--- config.mk ---
export PLATFORM = sky130hd
export DESIGN_NAME = rcr_regs
export DESIGN_NICKNAME = d
export VERILOG_FILES = /design/src/rcr_pkg.sv /design/src/rcr_chan.sv /design/src/rcr_regs.sv
export SDC_FILE = /design/constraint.sdc
export NUM_CORES = 1
export LEC_CHECK = 0
export BUFFER_PORTS_ARGS = -buffer_cell sky130_fd_sc_hd__buf_2
export CAP_MARGIN = 20
export CORE_AREA = 2 2 104 116
export DETAILED_ROUTE_END_ITERATION = 8
export DIE_AREA = 0 0 106 118
export PLACE_DENSITY = 0.74
export SYNTH_ARGS = -nofsm -noshare
export SYNTH_HDL_FRONTEND = slang
export SYNTH_SLANG_ARGS = --single-unit
--- constraint.sdc ---
create_clock -name clk_sys -period 4.5 [get_ports clk_sys]
set_input_delay 0.225 -clock clk_sys [delete_from_list [all_inputs] [get_ports clk_sys]]
set_output_delay 0.225 -clock clk_sys [all_outputs]
set_load 0.05 [all_outputs]
--- src/rcr_pkg.sv ---
// Constants for the regulator control register bank
`default_nettype none

package rcr_pkg;

    // ------------------------------------------------------------
    // Sizes
    // ------------------------------------------------------------
    localparam int NUM_BUCK = 4;
    localparam int NUM_LDO  = 2;
    localparam int NUM_REG  = NUM_BUCK + NUM_LDO;
    localparam int CODE_W   = 6;

    typedef logic [7:0]        rcr_byte_t;
    typedef logic [CODE_W-1:0] rcr_code_t;

    // ------------------------------------------------------------
    // Register offsets, index 0..3 bucks, 4..5 LDOs
    // ------------------------------------------------------------
    localparam rcr_byte_t RCR_PRI_OFF  [NUM_BUCK] = '{8'h10, 8'h20, 8'h30, 8'h40};
    localparam rcr_byte_t RCR_SEC_OFF  [NUM_BUCK] = '{8'h11, 8'h21, 8'h31, 8'h41};
    localparam rcr_byte_t RCR_LDO_OFF  [NUM_LDO]  = '{8'h50, 8'h58};
    localparam rcr_byte_t RCR_CTRL_OFF [NUM_REG]  =
        '{8'h12, 8'h22, 8'h32, 8'h42, 8'h51, 8'h59};

    // ------------------------------------------------------------
    // Control register field positions
    // ------------------------------------------------------------
    localparam int RCR_ON_BIT   = 7;
    localparam int RCR_MODE_BIT = 2;
    localparam int RCR_FLT_BIT  = 1;
    localparam int RCR_PG_BIT   = 0;

    // ------------------------------------------------------------
    // Reset values
    // ------------------------------------------------------------
    localparam rcr_code_t RCR_CODE_RST = 6'h00;
    localparam logic      RCR_ON_RST   = 1'b0;
    localparam logic      RCR_MODE_RST = 1'b0;
    localparam logic      RCR_FLT_RST  = 1'b0;
    localparam rcr_byte_t RCR_RD_NONE  = 8'h00;

endpackage

`default_nettype wire

--- src/rcr_chan.sv ---
// One regulator's control bits, power-good tracking and fault event
`timescale 1ns/100ps
`default_nettype none

module rcr_chan (
    // Clock and reset
    input  wire logic           clk_sys,
    input  wire logic           rst_n,
    // Control register write
    input  wire logic           wr_ctrl,
    input  wire rcr_pkg::rcr_byte_t wdata,
    // Regulator status
    input  wire logic           power_good,
    // Control state
    output logic                on,
    output logic                mode,
    output logic                fault_interrupt_enable,
    output logic                power_good_q,
    output logic                fault_event
);
    import rcr_pkg::*;

    logic next_on;
    logic next_mode;
    logic next_fault_interrupt_enable;
    logic next_fault_event;

    // ------------------------------------------------------------
    // Next state
    // ------------------------------------------------------------
    always_comb begin
        next_on                     = on;
        next_mode                   = mode;
        next_fault_interrupt_enable = fault_interrupt_enable;
        if (wr_ctrl) begin
            next_on                     = wdata[RCR_ON_BIT];
            next_mode                   = wdata[RCR_MODE_BIT];
            next_fault_interrupt_enable = wdata[RCR_FLT_BIT];
        end
        // Only a falling edge counts, so a regulator still ramping up raises nothing
        next_fault_event = power_good_q & ~power_good & on & fault_interrupt_enable;
    end

    always_ff @(posedge clk_sys or negedge rst_n) begin
        if (!rst_n) begin
            on                     <= RCR_ON_RST;
            mode                   <= RCR_MODE_RST;
            fault_interrupt_enable <= RCR_FLT_RST;
            power_good_q           <= 1'b0;
            fault_event            <= 1'b0;
        end else begin
            on                     <= next_on;
            mode                   <= next_mode;
            fault_interrupt_enable <= next_fault_interrupt_enable;
            power_good_q           <= power_good;
            fault_event            <= next_fault_event;
        end
    end

    // ------------------------------------------------------------
    // Checks
    // ------------------------------------------------------------
    property p_fault_on_drop;
        @(posedge clk_sys) disable iff (!rst_n)
        ($fell(power_good) && on && fault_interrupt_enable) |=> fault_event;
    endproperty
    a_fault_on_drop: assert property (p_fault_on_drop)
        else $error("power-good drop on enabled regulator raised no fault");

    property p_fault_masked;
        @(posedge clk_sys) disable iff (!rst_n)
        fault_event |-> $past(fault_interrupt_enable) && $past(on);
    endproperty
    a_fault_masked: assert property (p_fault_masked)
        else $error("fault event raised while masked or off");

    property p_on_write;
        @(posedge clk_sys) disable iff (!rst_n)
        wr_ctrl |=> (on == $past(wdata[RCR_ON_BIT])) && (mode == $past(wdata[RCR_MODE_BIT]));
    endproperty
    a_on_write: assert property (p_on_write)
        else $error("control write not taken");

    property p_pg_track;
        @(posedge clk_sys) disable iff (!rst_n)
        ##1 power_good_q == $past(power_good);
    endproperty
    a_pg_track: assert property (p_pg_track)
        else $error("power-good status does not follow input");

endmodule // rcr_chan

`default_nettype wire

--- src/rcr_regs.sv ---
// Control and status register bank for four bucks and two LDOs
// What this block does
// - Buck targets use the primary voltage code while the select pin is low.
// - Buck targets use the secondary voltage code while the select pin is high.
// - Each LDO uses one voltage code of its own, ignoring the select pin.
// - Control bit 7 turns its regulator on when one, off when zero.
// - Buck control bit 2 set switches that buck 180 degrees out of phase.
// - LDO control bit 2 set enables output discharge while the LDO is off.
// - Control bit 1 lets that regulator's faults raise interrupts; zero suppresses them.
// - Read-only control bit 0 shows the regulator's power-good status.
`timescale 1ns/100ps
`default_nettype none

module rcr_regs (
    // Clock and reset
    input  wire logic                 clk_sys,
    input  wire logic                 rst_n,
    // Register port from the serial interface engine
    input  wire rcr_pkg::rcr_byte_t   reg_addr,
    input  wire rcr_pkg::rcr_byte_t   reg_wdata,
    input  wire logic                 reg_wr,
    input  wire logic                 reg_rd,
    output rcr_pkg::rcr_byte_t        reg_rdata,
    output logic                      reg_rvalid,
    // Device pins and regulator status
    input  wire logic                 voltage_select_pin,
    input  wire logic [5:0]           power_good,
    // Regulator controls
    output rcr_pkg::rcr_code_t        vout_target [6],
    output logic [5:0]                regulator_on,
    output logic [3:0]                phase_shift,
    output logic [1:0]                output_discharge_active,
    output logic [5:0]                fault_event
);
    import rcr_pkg::*;

    // ------------------------------------------------------------
    // Storage
    // ------------------------------------------------------------
    rcr_code_t primary_voltage_code   [NUM_BUCK];
    rcr_code_t secondary_voltage_code [NUM_BUCK];
    rcr_code_t voltage_code           [NUM_LDO];
    rcr_code_t next_primary_voltage_code   [NUM_BUCK];
    rcr_code_t next_secondary_voltage_code [NUM_BUCK];
    rcr_code_t next_voltage_code           [NUM_LDO];
    rcr_code_t next_vout_target            [NUM_REG];

    logic [NUM_REG-1:0]  wr_ctrl;
    logic [NUM_REG-1:0]  ch_mode;
    logic [NUM_REG-1:0]  ch_fault_en;
    logic [NUM_REG-1:0]  ch_pg;
    logic [3:0]          next_phase_shift;
    logic [1:0]          next_output_discharge_active;
    rcr_byte_t           next_reg_rdata;
    logic                next_reg_rvalid;

    // ------------------------------------------------------------
    // Per-regulator control registers
    // ------------------------------------------------------------
    genvar g;
    generate
        for (g = 0; g < NUM_REG; g++) begin : g_chan
            assign wr_ctrl[g] = reg_wr && (reg_addr == RCR_CTRL_OFF[g]);
            rcr_chan u_chan (
                .clk_sys                (clk_sys),
                .rst_n                  (rst_n),
                .wr_ctrl                (wr_ctrl[g]),
                .wdata                  (reg_wdata),
                .power_good             (power_good[g]),
                .on                     (regulator_on[g]),
                .mode                   (ch_mode[g]),
                .fault_interrupt_enable (ch_fault_en[g]),
                .power_good_q           (ch_pg[g]),
                .fault_event            (fault_event[g])
            );
        end
    endgenerate

    // ------------------------------------------------------------
    // Voltage code writes
    // ------------------------------------------------------------
    always_comb begin
        for (int i = 0; i < NUM_BUCK; i++) begin
            next_primary_voltage_code[i]   = primary_voltage_code[i];
            next_secondary_voltage_code[i] = secondary_voltage_code[i];
            if (reg_wr && reg_addr == RCR_PRI_OFF[i]) begin
                next_primary_voltage_code[i] = reg_wdata[CODE_W-1:0];
            end
            if (reg_wr && reg_addr == RCR_SEC_OFF[i]) begin
                next_secondary_voltage_code[i] = reg_wdata[CODE_W-1:0];
            end
        end
        for (int j = 0; j < NUM_LDO; j++) begin
            next_voltage_code[j] = voltage_code[j];
            if (reg_wr && reg_addr == RCR_LDO_OFF[j]) begin
                next_voltage_code[j] = reg_wdata[CODE_W-1:0];
            end
        end
    end

    always_ff @(posedge clk_sys or negedge rst_n) begin
        if (!rst_n) begin
            for (int i = 0; i < NUM_BUCK; i++) begin
                primary_voltage_code[i]   <= RCR_CODE_RST;
                secondary_voltage_code[i] <= RCR_CODE_RST;
            end
            for (int j = 0; j < NUM_LDO; j++) begin
                voltage_code[j] <= RCR_CODE_RST;
            end
        end else begin
            primary_voltage_code   <= next_primary_voltage_code;
            secondary_voltage_code <= next_secondary_voltage_code;
            voltage_code           <= next_voltage_code;
        end
    end

    // ------------------------------------------------------------
    // Regulator-facing outputs
    // ------------------------------------------------------------
    // Registered so the analog side never sees a decode glitch; costs one cycle
    always_comb begin
        for (int i = 0; i < NUM_BUCK; i++) begin
            if (voltage_select_pin) begin
                next_vout_target[i] = secondary_voltage_code[i];
            end else begin
                next_vout_target[i] = primary_voltage_code[i];
            end
        end
        for (int j = 0; j < NUM_LDO; j++) begin
            next_vout_target[NUM_BUCK+j] = voltage_code[j];
        end
        next_phase_shift = ch_mode[NUM_BUCK-1:0];
        // Discharge only acts while the LDO is shut down
        next_output_discharge_active =
            ch_mode[NUM_REG-1:NUM_BUCK] & ~regulator_on[NUM_REG-1:NUM_BUCK];
    end

    always_ff @(posedge clk_sys or negedge rst_n) begin
        if (!rst_n) begin
            for (int k = 0; k < NUM_REG; k++) begin
                vout_target[k] <= RCR_CODE_RST;
            end
            phase_shift             <= '0;
            output_discharge_active <= '0;
        end else begin
            vout_target             <= next_vout_target;
            phase_shift             <= next_phase_shift;
            output_discharge_active <= next_output_discharge_active;
        end
    end

    // ------------------------------------------------------------
    // Read path
    // ------------------------------------------------------------
    // Reserved and unmapped bits read as zero
    always_comb begin
        next_reg_rdata  = RCR_RD_NONE;
        next_reg_rvalid = reg_rd;
        if (reg_rd) begin
            for (int i = 0; i < NUM_BUCK; i++) begin
                if (reg_addr == RCR_PRI_OFF[i]) begin
                    next_reg_rdata = {2'b00, primary_voltage_code[i]};
                end
                if (reg_addr == RCR_SEC_OFF[i]) begin
                    next_reg_rdata = {2'b00, secondary_voltage_code[i]};
                end
            end
            for (int j = 0; j < NUM_LDO; j++) begin
                if (reg_addr == RCR_LDO_OFF[j]) begin
                    next_reg_rdata = {2'b00, voltage_code[j]};
                end
            end
            for (int k = 0; k < NUM_REG; k++) begin
                if (reg_addr == RCR_CTRL_OFF[k]) begin
                    next_reg_rdata = {regulator_on[k], 4'h0, ch_mode[k],
                                      ch_fault_en[k], ch_pg[k]};
                end
            end
        end
    end

    always_ff @(posedge clk_sys or negedge rst_n) begin
        if (!rst_n) begin
            reg_rdata  <= RCR_RD_NONE;
            reg_rvalid <= 1'b0;
        end else begin
            reg_rdata  <= next_reg_rdata;
            reg_rvalid <= next_reg_rvalid;
        end
    end

    // ------------------------------------------------------------
    // Checks
    // ------------------------------------------------------------
    property p_buck_primary;
        @(posedge clk_sys) disable iff (!rst_n)
        !voltage_select_pin |=> vout_target[1] == $past(primary_voltage_code[1]);
    endproperty
    a_buck_primary: assert property (p_buck_primary)
        else $error("buck target not primary code with select low");

    property p_buck_secondary;
        @(posedge clk_sys) disable iff (!rst_n)
        voltage_select_pin |=> vout_target[2] == $past(secondary_voltage_code[2]);
    endproperty
    a_buck_secondary: assert property (p_buck_secondary)
        else $error("buck target not secondary code with select high");

    property p_ldo_code;
        @(posedge clk_sys) disable iff (!rst_n)
        (reg_wr && reg_addr == RCR_LDO_OFF[0]) |=> ##1
            vout_target[NUM_BUCK] == $past(reg_wdata[CODE_W-1:0], 2);
    endproperty
    a_ldo_code: assert property (p_ldo_code)
        else $error("LDO target did not follow its code write");

    property p_phase;
        @(posedge clk_sys) disable iff (!rst_n)
        (reg_wr && reg_addr == RCR_CTRL_OFF[0]) |=> ##1
            phase_shift[0] == $past(reg_wdata[RCR_MODE_BIT], 2);
    endproperty
    a_phase: assert property (p_phase)
        else $error("phase control not applied");

    property p_discharge;
        @(posedge clk_sys) disable iff (!rst_n)
        output_discharge_active[0] |-> $past(!regulator_on[NUM_BUCK]);
    endproperty
    a_discharge: assert property (p_discharge)
        else $error("discharge active while LDO on");

    property p_read_ctrl;
        @(posedge clk_sys) disable iff (!rst_n)
        (reg_rd && reg_addr == RCR_CTRL_OFF[3]) |=>
            reg_rvalid && reg_rdata[RCR_PG_BIT] == $past(ch_pg[3])
            && reg_rdata[6:3] == 4'h0;
    endproperty
    a_read_ctrl: assert property (p_read_ctrl)
        else $error("control read wrong");

    // Between answers the data lines sit at zero, so a late sampler sees no stale byte
    property p_read_idle;
        @(posedge clk_sys) disable iff (!rst_n)
        !reg_rvalid |-> (reg_rdata == RCR_RD_NONE);
    endproperty
    a_read_idle: assert property (p_read_idle)
        else $error("read data not cleared between answers");

    property p_pri_write;
        @(posedge clk_sys) disable iff (!rst_n)
        (reg_wr && reg_addr == RCR_PRI_OFF[0])
            |=> (primary_voltage_code[0] == $past(reg_wdata[CODE_W-1:0]));
    endproperty
    a_pri_write: assert property (p_pri_write)
        else $error("primary code write not taken");

    property p_sec_write;
        @(posedge clk_sys) disable iff (!rst_n)
        (reg_wr && reg_addr == RCR_SEC_OFF[3])
            |=> (secondary_voltage_code[3] == $past(reg_wdata[CODE_W-1:0]));
    endproperty
    a_sec_write: assert property (p_sec_write)
        else $error("secondary code write not taken");

    // Every buck, not only one, follows the select pin a cycle later
    generate
        for (g = 0; g < NUM_BUCK; g++) begin : g_buck_chk
            property p_buck_select;
                @(posedge clk_sys) disable iff (!rst_n)
                ##1 (vout_target[g] == ($past(voltage_select_pin)
                                        ? $past(secondary_voltage_code[g])
                                        : $past(primary_voltage_code[g])));
            endproperty
            a_buck_select: assert property (p_buck_select)
                else $error("buck target does not follow the select pin");

            property p_phase_follow;
                @(posedge clk_sys) disable iff (!rst_n)
                ##1 (phase_shift[g] == $past(ch_mode[g]));
            endproperty
            a_phase_follow: assert property (p_phase_follow)
                else $error("buck phase does not follow its control bit");
        end
    endgenerate

    // The pin never reaches an LDO; its target is its own code alone
    generate
        for (g = 0; g < NUM_LDO; g++) begin : g_ldo_chk
            property p_ldo_follow;
                @(posedge clk_sys) disable iff (!rst_n)
                ##1 (vout_target[NUM_BUCK+g] == $past(voltage_code[g]));
            endproperty
            a_ldo_follow: assert property (p_ldo_follow)
                else $error("LDO target does not follow its own code");

            property p_discharge_follow;
                @(posedge clk_sys) disable iff (!rst_n)
                ##1 (output_discharge_active[g]
                     == ($past(ch_mode[NUM_BUCK+g]) && !$past(regulator_on[NUM_BUCK+g])));
            endproperty
            a_discharge_follow: assert property (p_discharge_follow)
                else $error("LDO discharge does not follow its control bit");
        end
    endgenerate

endmodule // rcr_regs

`default_nettype wire

Word-level counts from Yosys, hierarchy flattened
Cells that the tools add are included.

Output and inout bits: 63. Register bits: 141. Logic and storage cells: 129.

Mux-type cells: 21. Reduce and logical (&&, ||, !) cells: 16. Equal/unequal tests: 16. Bitwise logic cells: 26.

Operators by type and width (count): 2-to-1 mux 8 bit (16); == test 8 x 7 -> 1 bit, second input constant (7); == test 8 x 6 -> 1 bit, second input constant (6); 2-to-1 mux 6 bit (5); == test 8 x 5 -> 1 bit, second input constant (3); bitwise AND 1 bit (18); logical AND 1 bit (16); NOT 1 bit (6); bitwise AND 2 bit (1); NOT 2 bit (1).

Longest topological paths before layout
Gate-level depths: netlist of run 1.

Depth after elaboration: 18. Depth in mapped cells: 8. Mapped depth without buffers: 6.

Cells and area by module
A second synthesis of run 1 with hierarchy kept.

Cells, all modules: 457. Area total of the unflattened synthesis: 6147.1 um^2.

Modules (own cells, without submodules): rcr_regs (area an instance 5133.7 um^2, sequential area each 2752.6 um^2, cells an instance 403, instances 1); rcr_chan (area an instance 168.9 um^2, sequential area each 125.1 um^2, cells an instance 9, instances 6).

Worst setup path after synthesis of run 1
Ideal clock, no wire load.

Kind: input to register. Start: input port reg_addr[7]. End: register primary_voltage_code[13] (netlist name). Library setup time: 0.125 ns. Cell stages on the path: 5. Required time: 4.375 ns. Arrival: 1.553 ns. Setup slack: 2.822 ns. Buffers on the path: 1. Cells stage by stage: buf_2 > nor3b_2 > nand3_1 > nor3_4 > mux2_2.

Cells in the longest elaborated chain, start to end: 2.

RTL lines: start, declared (RTL line rcr_regs.sv:19) `input wire rcr_pkg::rcr_byte_t reg_addr,`; == test 8 x 6 -> 1 bit (RTL line rcr_regs.sv:86) `if (reg_wr && reg_addr == RCR_PRI_OFF[i]) begin`; logical AND 1 bit (RTL line rcr_regs.sv:86); end signal, assigned (RTL line rcr_regs.sv:111) `primary_voltage_code <= next_primary_voltage_code;`; end, declared (RTL line rcr_regs.sv:40) `rcr_code_t primary_voltage_code [NUM_BUCK];`.

No other way between the ends. A chain may end at the register's enable or synchronous reset.

Worst setup path after layout of run 1
Start: input port reg_addr[4]. End: register primary_voltage_code[4] (netlist name).

Cells in the longest elaborated chain, start to end: 2.

RTL lines (RTL line): == test 8 x 7 -> 1 bit (rcr_regs.sv:86); logical AND 1 bit (rcr_regs.sv:86).

No other way between the ends.

==> flow_summary.json, run 1 <==
{
  "outcome": "finished clean",
  "hp-class": "in2reg",
  "worst_pin_slew_ps": 969.9,
  "postLayoutCellArea_sq_um": 7184,
  "drive_above_1_share_pct": 42.91,
  "synthMuxAreaShare_pct": 20.64,
  "firstDrtPassIters": 5,
  "cts.sinks": 140,
  "crit_path_top_delay_cell": "nor4b_2",
  "vdd_drop_max_uv": 222.3,
  "cp.arrival_ps": 2240,
  "finClkSkew_ps": 7.692,
  "synthSimpleGateAreaFrac_pct": 9.961,
  "antenna_cells": 0,
  "yosysMostFrequentCell": "dfrtp_1",
  "hold_viol": 0,
  "synth-edff-count": 0,
  "comb_power_share_pct": 9.8,
  "fin_crit_ps": 1942,
  "place_congestion": 0.9170,
  "sw_frac_of_total_pct": 26.34,
  "synth-compound-area-share_pct": 8.550,
  "drt_wl_total_um": 13720,
  "grt_pass1_vias": 4135,
  "numCtsBuffers": 17,
  "path_cells": "buf_2, nor4b_2, nand3_1, mux2_2",
  "ys.flop_type": "dfrtp_1",
  "dr_total_vias": 4137,
  "finalCritPeriodShare_pct": 43.15,
  "cts_tree": "yes",
  "critPathCaptureType": "flop",
  "layout-area-overhead-vs-synth_pct": 17.45,
  "synthArstFlopShare_pct": 100.0,
  "top_usage_layer": "met2",
  "grt.met1_usage_pct": 30.67,
  "antenna_found_initial": 0,
  "setup_viol": 0,
  "slew_viol_final": 0,
  "final.setup.tns_ps": 0,
  "critical_path_buf_inv_count": 1,
  "crit_required_ps": 4800,
  "portBuffers": 87,
  "cap_violations": 0,
  "core_sq_um": 11340,
  "ys_warn_count": 0,
  "worst_setup_path_start_kind": "input pin",
  "cts_buffer_depth": 2,
  "p_per_area_nw_per_um2": 408.5,
  "postCtsSetupRepairBufs": 0,
  "critical_path_class": "in2reg",
  "wl_per_cell_um": 19.40,
  "pin_count": 90,
  "htreeDepth": 4,
  "slew_headroom_pct": 35.17,
  "dpl.hpwl_um": 9110,
  "dieArea_sq_um": 12510,
  "n_fill_cell": 865,
  "die_x_um": 106,
  "seq_area_frac_synth_pct": 57.27,
  "path_clk_slew_ps": 60,
  "critPathMaxFanout": 24,
  "root_buffer": "clkbuf_16",
  "die_h_um": 118,
  "start_util_pct": 53.96,
  "row_count": 41,
  "switching_power_w": 0.0007730,
  "grt_max_degree": 95,
  "seqPwrFrac_pct": 46.0,
  "internal_power_w": 0.002162,
  "grt_setup_unrepaired": "false",
  "synth_top_area_share_pct": 57.27,
  "synthesis.nets": 493,
  "critPathMaxStageDelay_ps": 890,
  "fmax_ghz": 0.5150,
  "synthAdderAreaFrac_pct": 0,
  "synth-xor-area-share_pct": 0,
  "use_met2_pct": 35.24,
  "syn_area_sq_um": 6117,
  "ant_nets": 0,
  "synthDistinctLibCells": 56,
  "grt_usage_pct": 22.72,
  "drc": 0,
  "synth_top_family_by_area": "multiplexers",
  "grt_use_met3_pct": 5.205,
  "syn_inst": 466,
  "multi_input_area_sq_um": 2399,
  "grt_first_pass_wirelength_um": 21890,
  "synth-seq-cells": 140,
  "ff_latch_area_sq_um": 3503,
  "p_leak_nw": 3.640,
  "placed_cell_area_sq_um": 6561,
  "clockPowerShare_pct": 44.3,
  "drt_iter0_markers": 350,
  "synth_area_leaders": "dfrtp_1 (57%), mux2_2 (18%), a21oi_1 (2.0%)",
  "routed_via_density": 5.851,
  "syn_avg_cell_area_sq_um": 13.13,
  "gr-total-overflow": 0,
  "synth_top_area_cell": "dfrtp_1",
  "synth_common_cells": "dfrtp_1 (140), mux2_2 (96), a21oi_1 (24), nand2_1 (23), o21ai_0 (16)",
  "crit_family": "simple AND/OR/NAND/NOR gates",
  "final_nets": 571,
  "clock_latency_ps": 420
}
-- routing by layer --
layer | share of wire (%) | up-vias
met5 | 0 | -
li1 | - | 1859
met2 | 47 | 164
met4 | 2.8 | 0
met3 | 5.6 | 30
met1 | 44 | 2084
-- logic make-up after synthesis --
| family | count (synthesis) |
|---|---|
| flops | 140 |
| simple gates | 94 |
| other cells | 1 |
| buf+inv | 41 |
| mux | 111 |
| compound gates | 79 |
-- placed cells by master (no fill, tap or decap), drive strengths merged, types with 11 or more instances in the layout --
cell / count
dfrtp: 140
mux2: 103
buf: 89
a21oi: 24
nand2: 24
clkbuf: 18
o21ai: 18
nand3: 15
nor2: 14
nor3: 11
-- state kept, by name (all words and copies together) (netlist names) --
register,cells
vout_target,36
primary_voltage_code,24
secondary_voltage_code,24
next_vout_target,12
reg_rdata,7
g_chan.u_chan.fault_event,6
g_chan.u_chan.fault_interrupt_enable,6
g_chan.u_chan.mode,6
g_chan.u_chan.on,6
g_chan.u_chan.power_good_q,6
phase_shift,4
output_discharge_active,2
reg_rvalid,1
-- path summary, 6_finish.rpt --
kind	start	to	slack, ps	cells after the start
hold reg to reg	next_vout_target[3]	vout_target[3]	410	0
hold / removal	reg_rd	reg_rvalid	20	1
setup / recovery	reg_addr[4]	primary_voltage_code[4]	2560	4
max in group asynchronous	rst_n	vout_target[15]	2970	3
setup reg to reg	secondary_voltage_code[14]	reg_rdata[2]	2790	6
min in group asynchronous	rst_n	g_chan[2].u_chan.power_good_q	430	2
-- through the flow --
stage | total power [W] | util (%) | hold slack [ps] | cells | worst slack, ps
floorplan | 0.001556 | - | -70.59 | 466 | 2822
global placement | 0.001644 | 57.87 | 344.2 | 668 | 2185
detailed placement | 0.001652 | 57.87 | 344.1 | 668 | 2157
CTS | 0.002949 | 63.37 | 8.031 | 707 | 2586
global route | 0.003027 | 63.37 | 14.57 | 707 | 2434
finish | 0.002935 | 63.37 | 20.12 | 707 | 2558
-- layout make-up --
| cell class | count | share of cell area (%) |
|---|---|---|
| Tap cell | 150 | 2.612 |
| Clock inverter | 14 | 1.724 |
| Clock buffer | 18 | 5.974 |
| Multi-Input combinational cell | 285 | 33.39 |
| Timing Repair Buffer | 96 | 7.332 |
| Sequential cell | 140 | 48.76 |
| Inverter | 4 | 0.2090 |
-- timing repair --
| action | CTS | global route |
|---|---|---|
| endpoints found under the setup margin | 0 | 0 |
| resized for setup | 0 | 0 |
| hold buffers | 7 | 0 |
| hold endpoints to repair | 99 | 0 |
-- power by group through the flow --
stage,logic [W],clock network (W),registers [W]
3_5_place_dp,0.000281,0,0.00137
3_3_place_gp,0.000276,0,0.00137
6_report,0.000287,0.00130,0.00135
4_1_cts,0.000288,0.00131,0.00135
5_1_grt,0.000307,0.00137,0.00136
2_1_floorplan,0.000124,0,0.00143
No activity file was read; power rests on OpenSTA's default activity.
==> inputs of run 2 (changes only) <==
--- a/config.mk
+++ b/config.mk
@@ -5,11 +5,12 @@
 export SDC_FILE = /design/constraint.sdc
 export NUM_CORES = 1
 export LEC_CHECK = 0
+export ABC_AREA = 1
 export BUFFER_PORTS_ARGS = -buffer_cell sky130_fd_sc_hd__buf_2
 export CAP_MARGIN = 20
-export CORE_AREA = 2 2 104 116
+export CORE_AREA = 2 2 102 113
 export DETAILED_ROUTE_END_ITERATION = 8
-export DIE_AREA = 0 0 106 118
+export DIE_AREA = 0 0 104 115
 export PLACE_DENSITY = 0.74
 export SYNTH_ARGS = -nofsm -noshare
 export SYNTH_HDL_FRONTEND = slang
==> constraint.sdc (replaced) <==
create_clock -name clk_sys -period 2 [get_ports clk_sys]
set_input_delay 0.1 -clock clk_sys [delete_from_list [all_inputs] [get_ports clk_sys]]
set_output_delay 0.1 -clock clk_sys [all_outputs]
set_load 0.05 [all_outputs]
==> run 2 against run 1 <==
Clock power up 150%. Wire length decreased by 3.3%. Synthesized cell count is 32% higher. Hold slack gained 55 ps. First-iteration DRC count down 35%. Cell count grew 22%. Critical path depth grew 6. Die area shrank 4.4%. Flip-flop and latch count did not move. Largest power group is now the clock network. Highest routed layer unchanged.
==> flow_summary.json, run 2 <==
{
  "outcome": "finished clean",
  "synth-seq-cells": 140,
  "final_nets": 730,
  "syn_area_sq_um": 5812,
  "hold_viol": 0,
  "routed_via_density": 5.221,
  "place_congestion": 0.8508,
  "row_count": 40,
  "pin_count": 90,
  "p_leak_nw": 3.508,
  "htreeDepth": 4,
  "synth_top_family_by_area": "simple AND/OR/NAND/NOR gates",
  "drt_iter0_markers": 228,
  "final.setup.tns_ps": 0,
  "grt_pass1_vias": 4356,
  "portBuffers": 87,
  "ys_warn_count": 0,
  "antenna_found_initial": 0,
  "slew_viol_final": 0,
  "grt_max_degree": 58,
  "firstDrtPassIters": 5,
  "ant_nets": 0,
  "dr_total_vias": 4506,
  "dpl.hpwl_um": 9297,
  "largest-register": "vout_target",
  "final_common_cell": "nand2_1",
  "drt_wl_total_um": 13270,
  "r2r_slack_ps": 480,
  "cp_num_cells": 10,
  "crit_family": "simple AND/OR/NAND/NOR gates",
  "postCtsSetupRepairBufs": 0,
  "die_x_um": 104,
  "antenna_cells": 0,
  "fin_ws_ps": 484.5,
  "placed_cell_area_sq_um": 6305,
  "critPathCaptureType": "flop",
  "ff_latch_area_sq_um": 3503,
  "worst_pin_slew_ps": 676.1,
  "crit_required_ps": 2300,
  "synthMuxAreaShare_pct": 2.519,
  "cp.arrival_ps": 1820,
  "crit_path_top_delay_cell": "dfrtp_1",
  "critPathMaxStageDelay_ps": 400,
  "root_buffer": "clkbuf_16",
  "numCtsBuffers": 17,
  "yosysMostFrequentCell": "nand2_1",
  "synthDistinctLibCells": 33,
  "synth-edff-count": 0,
  "n_fill_cell": 929,
  "synthesis.nets": 644,
  "synth_common_cells": "nand2_1 (178), dfrtp_1 (140), o21ai_0 (96), inv_1 (48), nor2_1 (19)",
  "vdd_drop_max_uv": 452.0,
  "final_util_pct": 64.73,
  "synth_top_area_cell": "dfrtp_1",
  "crit_path_end": "reg_rdata[0]",
  "r2r_start": "secondary_voltage_code[18]",
  "synthAdderAreaFrac_pct": 0,
  "slew_headroom_pct": 54.93,
  "p_per_area_nw_per_um2": 971.3,
  "reg_top3": "vout_target x36, primary_voltage_code x24, secondary_voltage_code x24",
  "finalCritPeriodShare_pct": 75.77,
  "drc": 0,
  "syn_avg_cell_area_sq_um": 9.419,
  "synth_top_area_share_pct": 60.28,
  "synth-xor-area-share_pct": 0,
  "fmax_ghz": 0.6599,
  "synth-compound-area-share_pct": 10.91,
  "path_clk_slew_ps": 60,
  "fin_crit_ps": 1515,
  "dpl_worst_slack_ps": 213.5,
  "start_util_pct": 53.76,
  "path_cells": "nand3_1, nand3_1, nand2_1, nand4_1, nor2_1, nand4_1, nand2_1, nand3_1, nand2_1, a21oi_2",
  "syn_inst": 617,
  "finClkSkew_ps": 8.888,
  "critical_path_buf_inv_count": 0,
  "gr-total-overflow": 0,
  "grt_setup_unrepaired": "false",
  "dieArea_sq_um": 11960,
  "seq_area_frac_synth_pct": 60.28,
  "grt_first_pass_wirelength_um": 21610,
  "postLayoutCellArea_sq_um": 6998,
  "die_h_um": 115,
  "setup_viol": 0,
  "cts.sinks": 140,
  "critical_path_class": "reg2reg",
  "hp-class": "in2reg",
  "ys.flop_type": "dfrtp_1",
  "cts_buffer_depth": 2,
  "critPathMaxFanout": 3,
  "core_sq_um": 10810,
  "multi_input_area_sq_um": 1917,
  "worst_setup_path_start_kind": "flop",
  "drive_above_1_share_pct": 23.32,
  "crit_start": "secondary_voltage_code[18]",
  "layout-area-overhead-vs-synth_pct": 20.41,
  "synth_area_leaders": "dfrtp_1 (60%), nand2_1 (11%), o21ai_0 (8.3%)",
  "cap_violations": 0,
  "cts_tree": "yes",
  "final_cell_mix": "nand2_1 (178), dfrtp_1 (140), o21ai_0 (96), buf_2 (86), inv_1 (48)",
  "synthSimpleGateAreaFrac_pct": 19.48,
  "synthArstFlopShare_pct": 100.0,
  "clock_latency_ps": 420,
  "wl_per_cell_um": 15.38,
  "grt_usage_pct": 23.55,
  "power.total_w": 0.006797,
  "largest_reg_flops": 36,
  "holdPathStages": 3,
  "r2r-end": "reg_rdata[0]",
  "r2r_cells": 10
}
==> run 2: cell count changes after synthesis, moves of 8 or more <==
cell     previous run  this run
buf_2              10         2
mux2_2             96        13
inv_2               1        10
a21oi_1            24        10
o21ai_0            16        96
mux2i_1             8         0
nand2_1            23       178
inv_1               3        48
==> run 2: worst min-delay path by stage <==
| stage | slack [ps] | start | end |
|---|---|---|---|
| after detailed placement | 90 | rst_n | reg_rvalid |
| final | 70 | reg_wdata[7] | g_chan[4].u_chan.on |
| after global routing | 80 | reg_wdata[7] | g_chan[1].u_chan.on |
| after global placement | 80 | rst_n | reg_rvalid |
| after CTS | 70 | reg_wdata[7] | g_chan[1].u_chan.on |
| after floorplan | -200 | rst_n | g_chan[0].u_chan.fault_event |
==> run 2: cells by family after synthesis <==
| group | Yosys count |
|---|---|
| AND/OR/NAND/NOR | 251 |
| flip-flops | 140 |
| AO/OA/AOI/OAI | 122 |
| buffers and inverters | 90 |
| multiplexers | 13 |
| other | 1 |
==> run 2: what timing repair did <==
item,4_1_cts,5_1_grt
endpoints found under the hold margin,68,0
resized for setup,0,0
hold buffers,8,0
==> run 2: routing by layer <==
layer | GRT usage (%) | vias up | wire length (um)
met2 | 39.56 | 158 | 6614
met4 | 10.63 | 0 | 296
li1 | - | 2159 | -
met1 | 29.94 | 2166 | 5667
met5 | 0 | - | 0
met3 | 4.819 | 23 | 693
==> run 2: metrics by stage <==
| stage | cells | hold WS (ps) |
|---|---|---|
| detailed placement | 823 | 90.90 |
| finish | 863 | 74.65 |
| CTS | 863 | 67.63 |
| global placement | 823 | 78.92 |
| global route | 863 | 79.18 |
| floorplan | 617 | -195.6 |
==> run 2: area by class of cell <==
| class | count | area share [%] |
|---|---|---|
| sequential | 140 | 50.06 |
| clock buffer | 17 | 6.079 |
| inverter | 59 | 3.200 |
| tap | 147 | 2.628 |
| clock inverter | 15 | 2.682 |
| timing repair buffer | 98 | 7.956 |
| multi-input combinational | 387 | 27.39 |
==> run 2: power by group <==
part           internal (W)  total (W)  leakage (nW)  switching [W]
Combinational      0.000133   0.000544          1.30       0.000410
Sequential          0.00296    0.00303          1.92      0.0000759
Clock               0.00198    0.00322         0.291        0.00124
==> run 2: worst reg2reg max path, stage by stage, from the launching register on <==
cell and delay [ps]:
dfrtp_1 400, nand3_1 90, nand3_1 100, nand2_1 80
nand4_1 110, nor2_1 170, nand4_1 130, nand2_1 100
nand3_1 90, nand2_1 90, a21oi_2 50
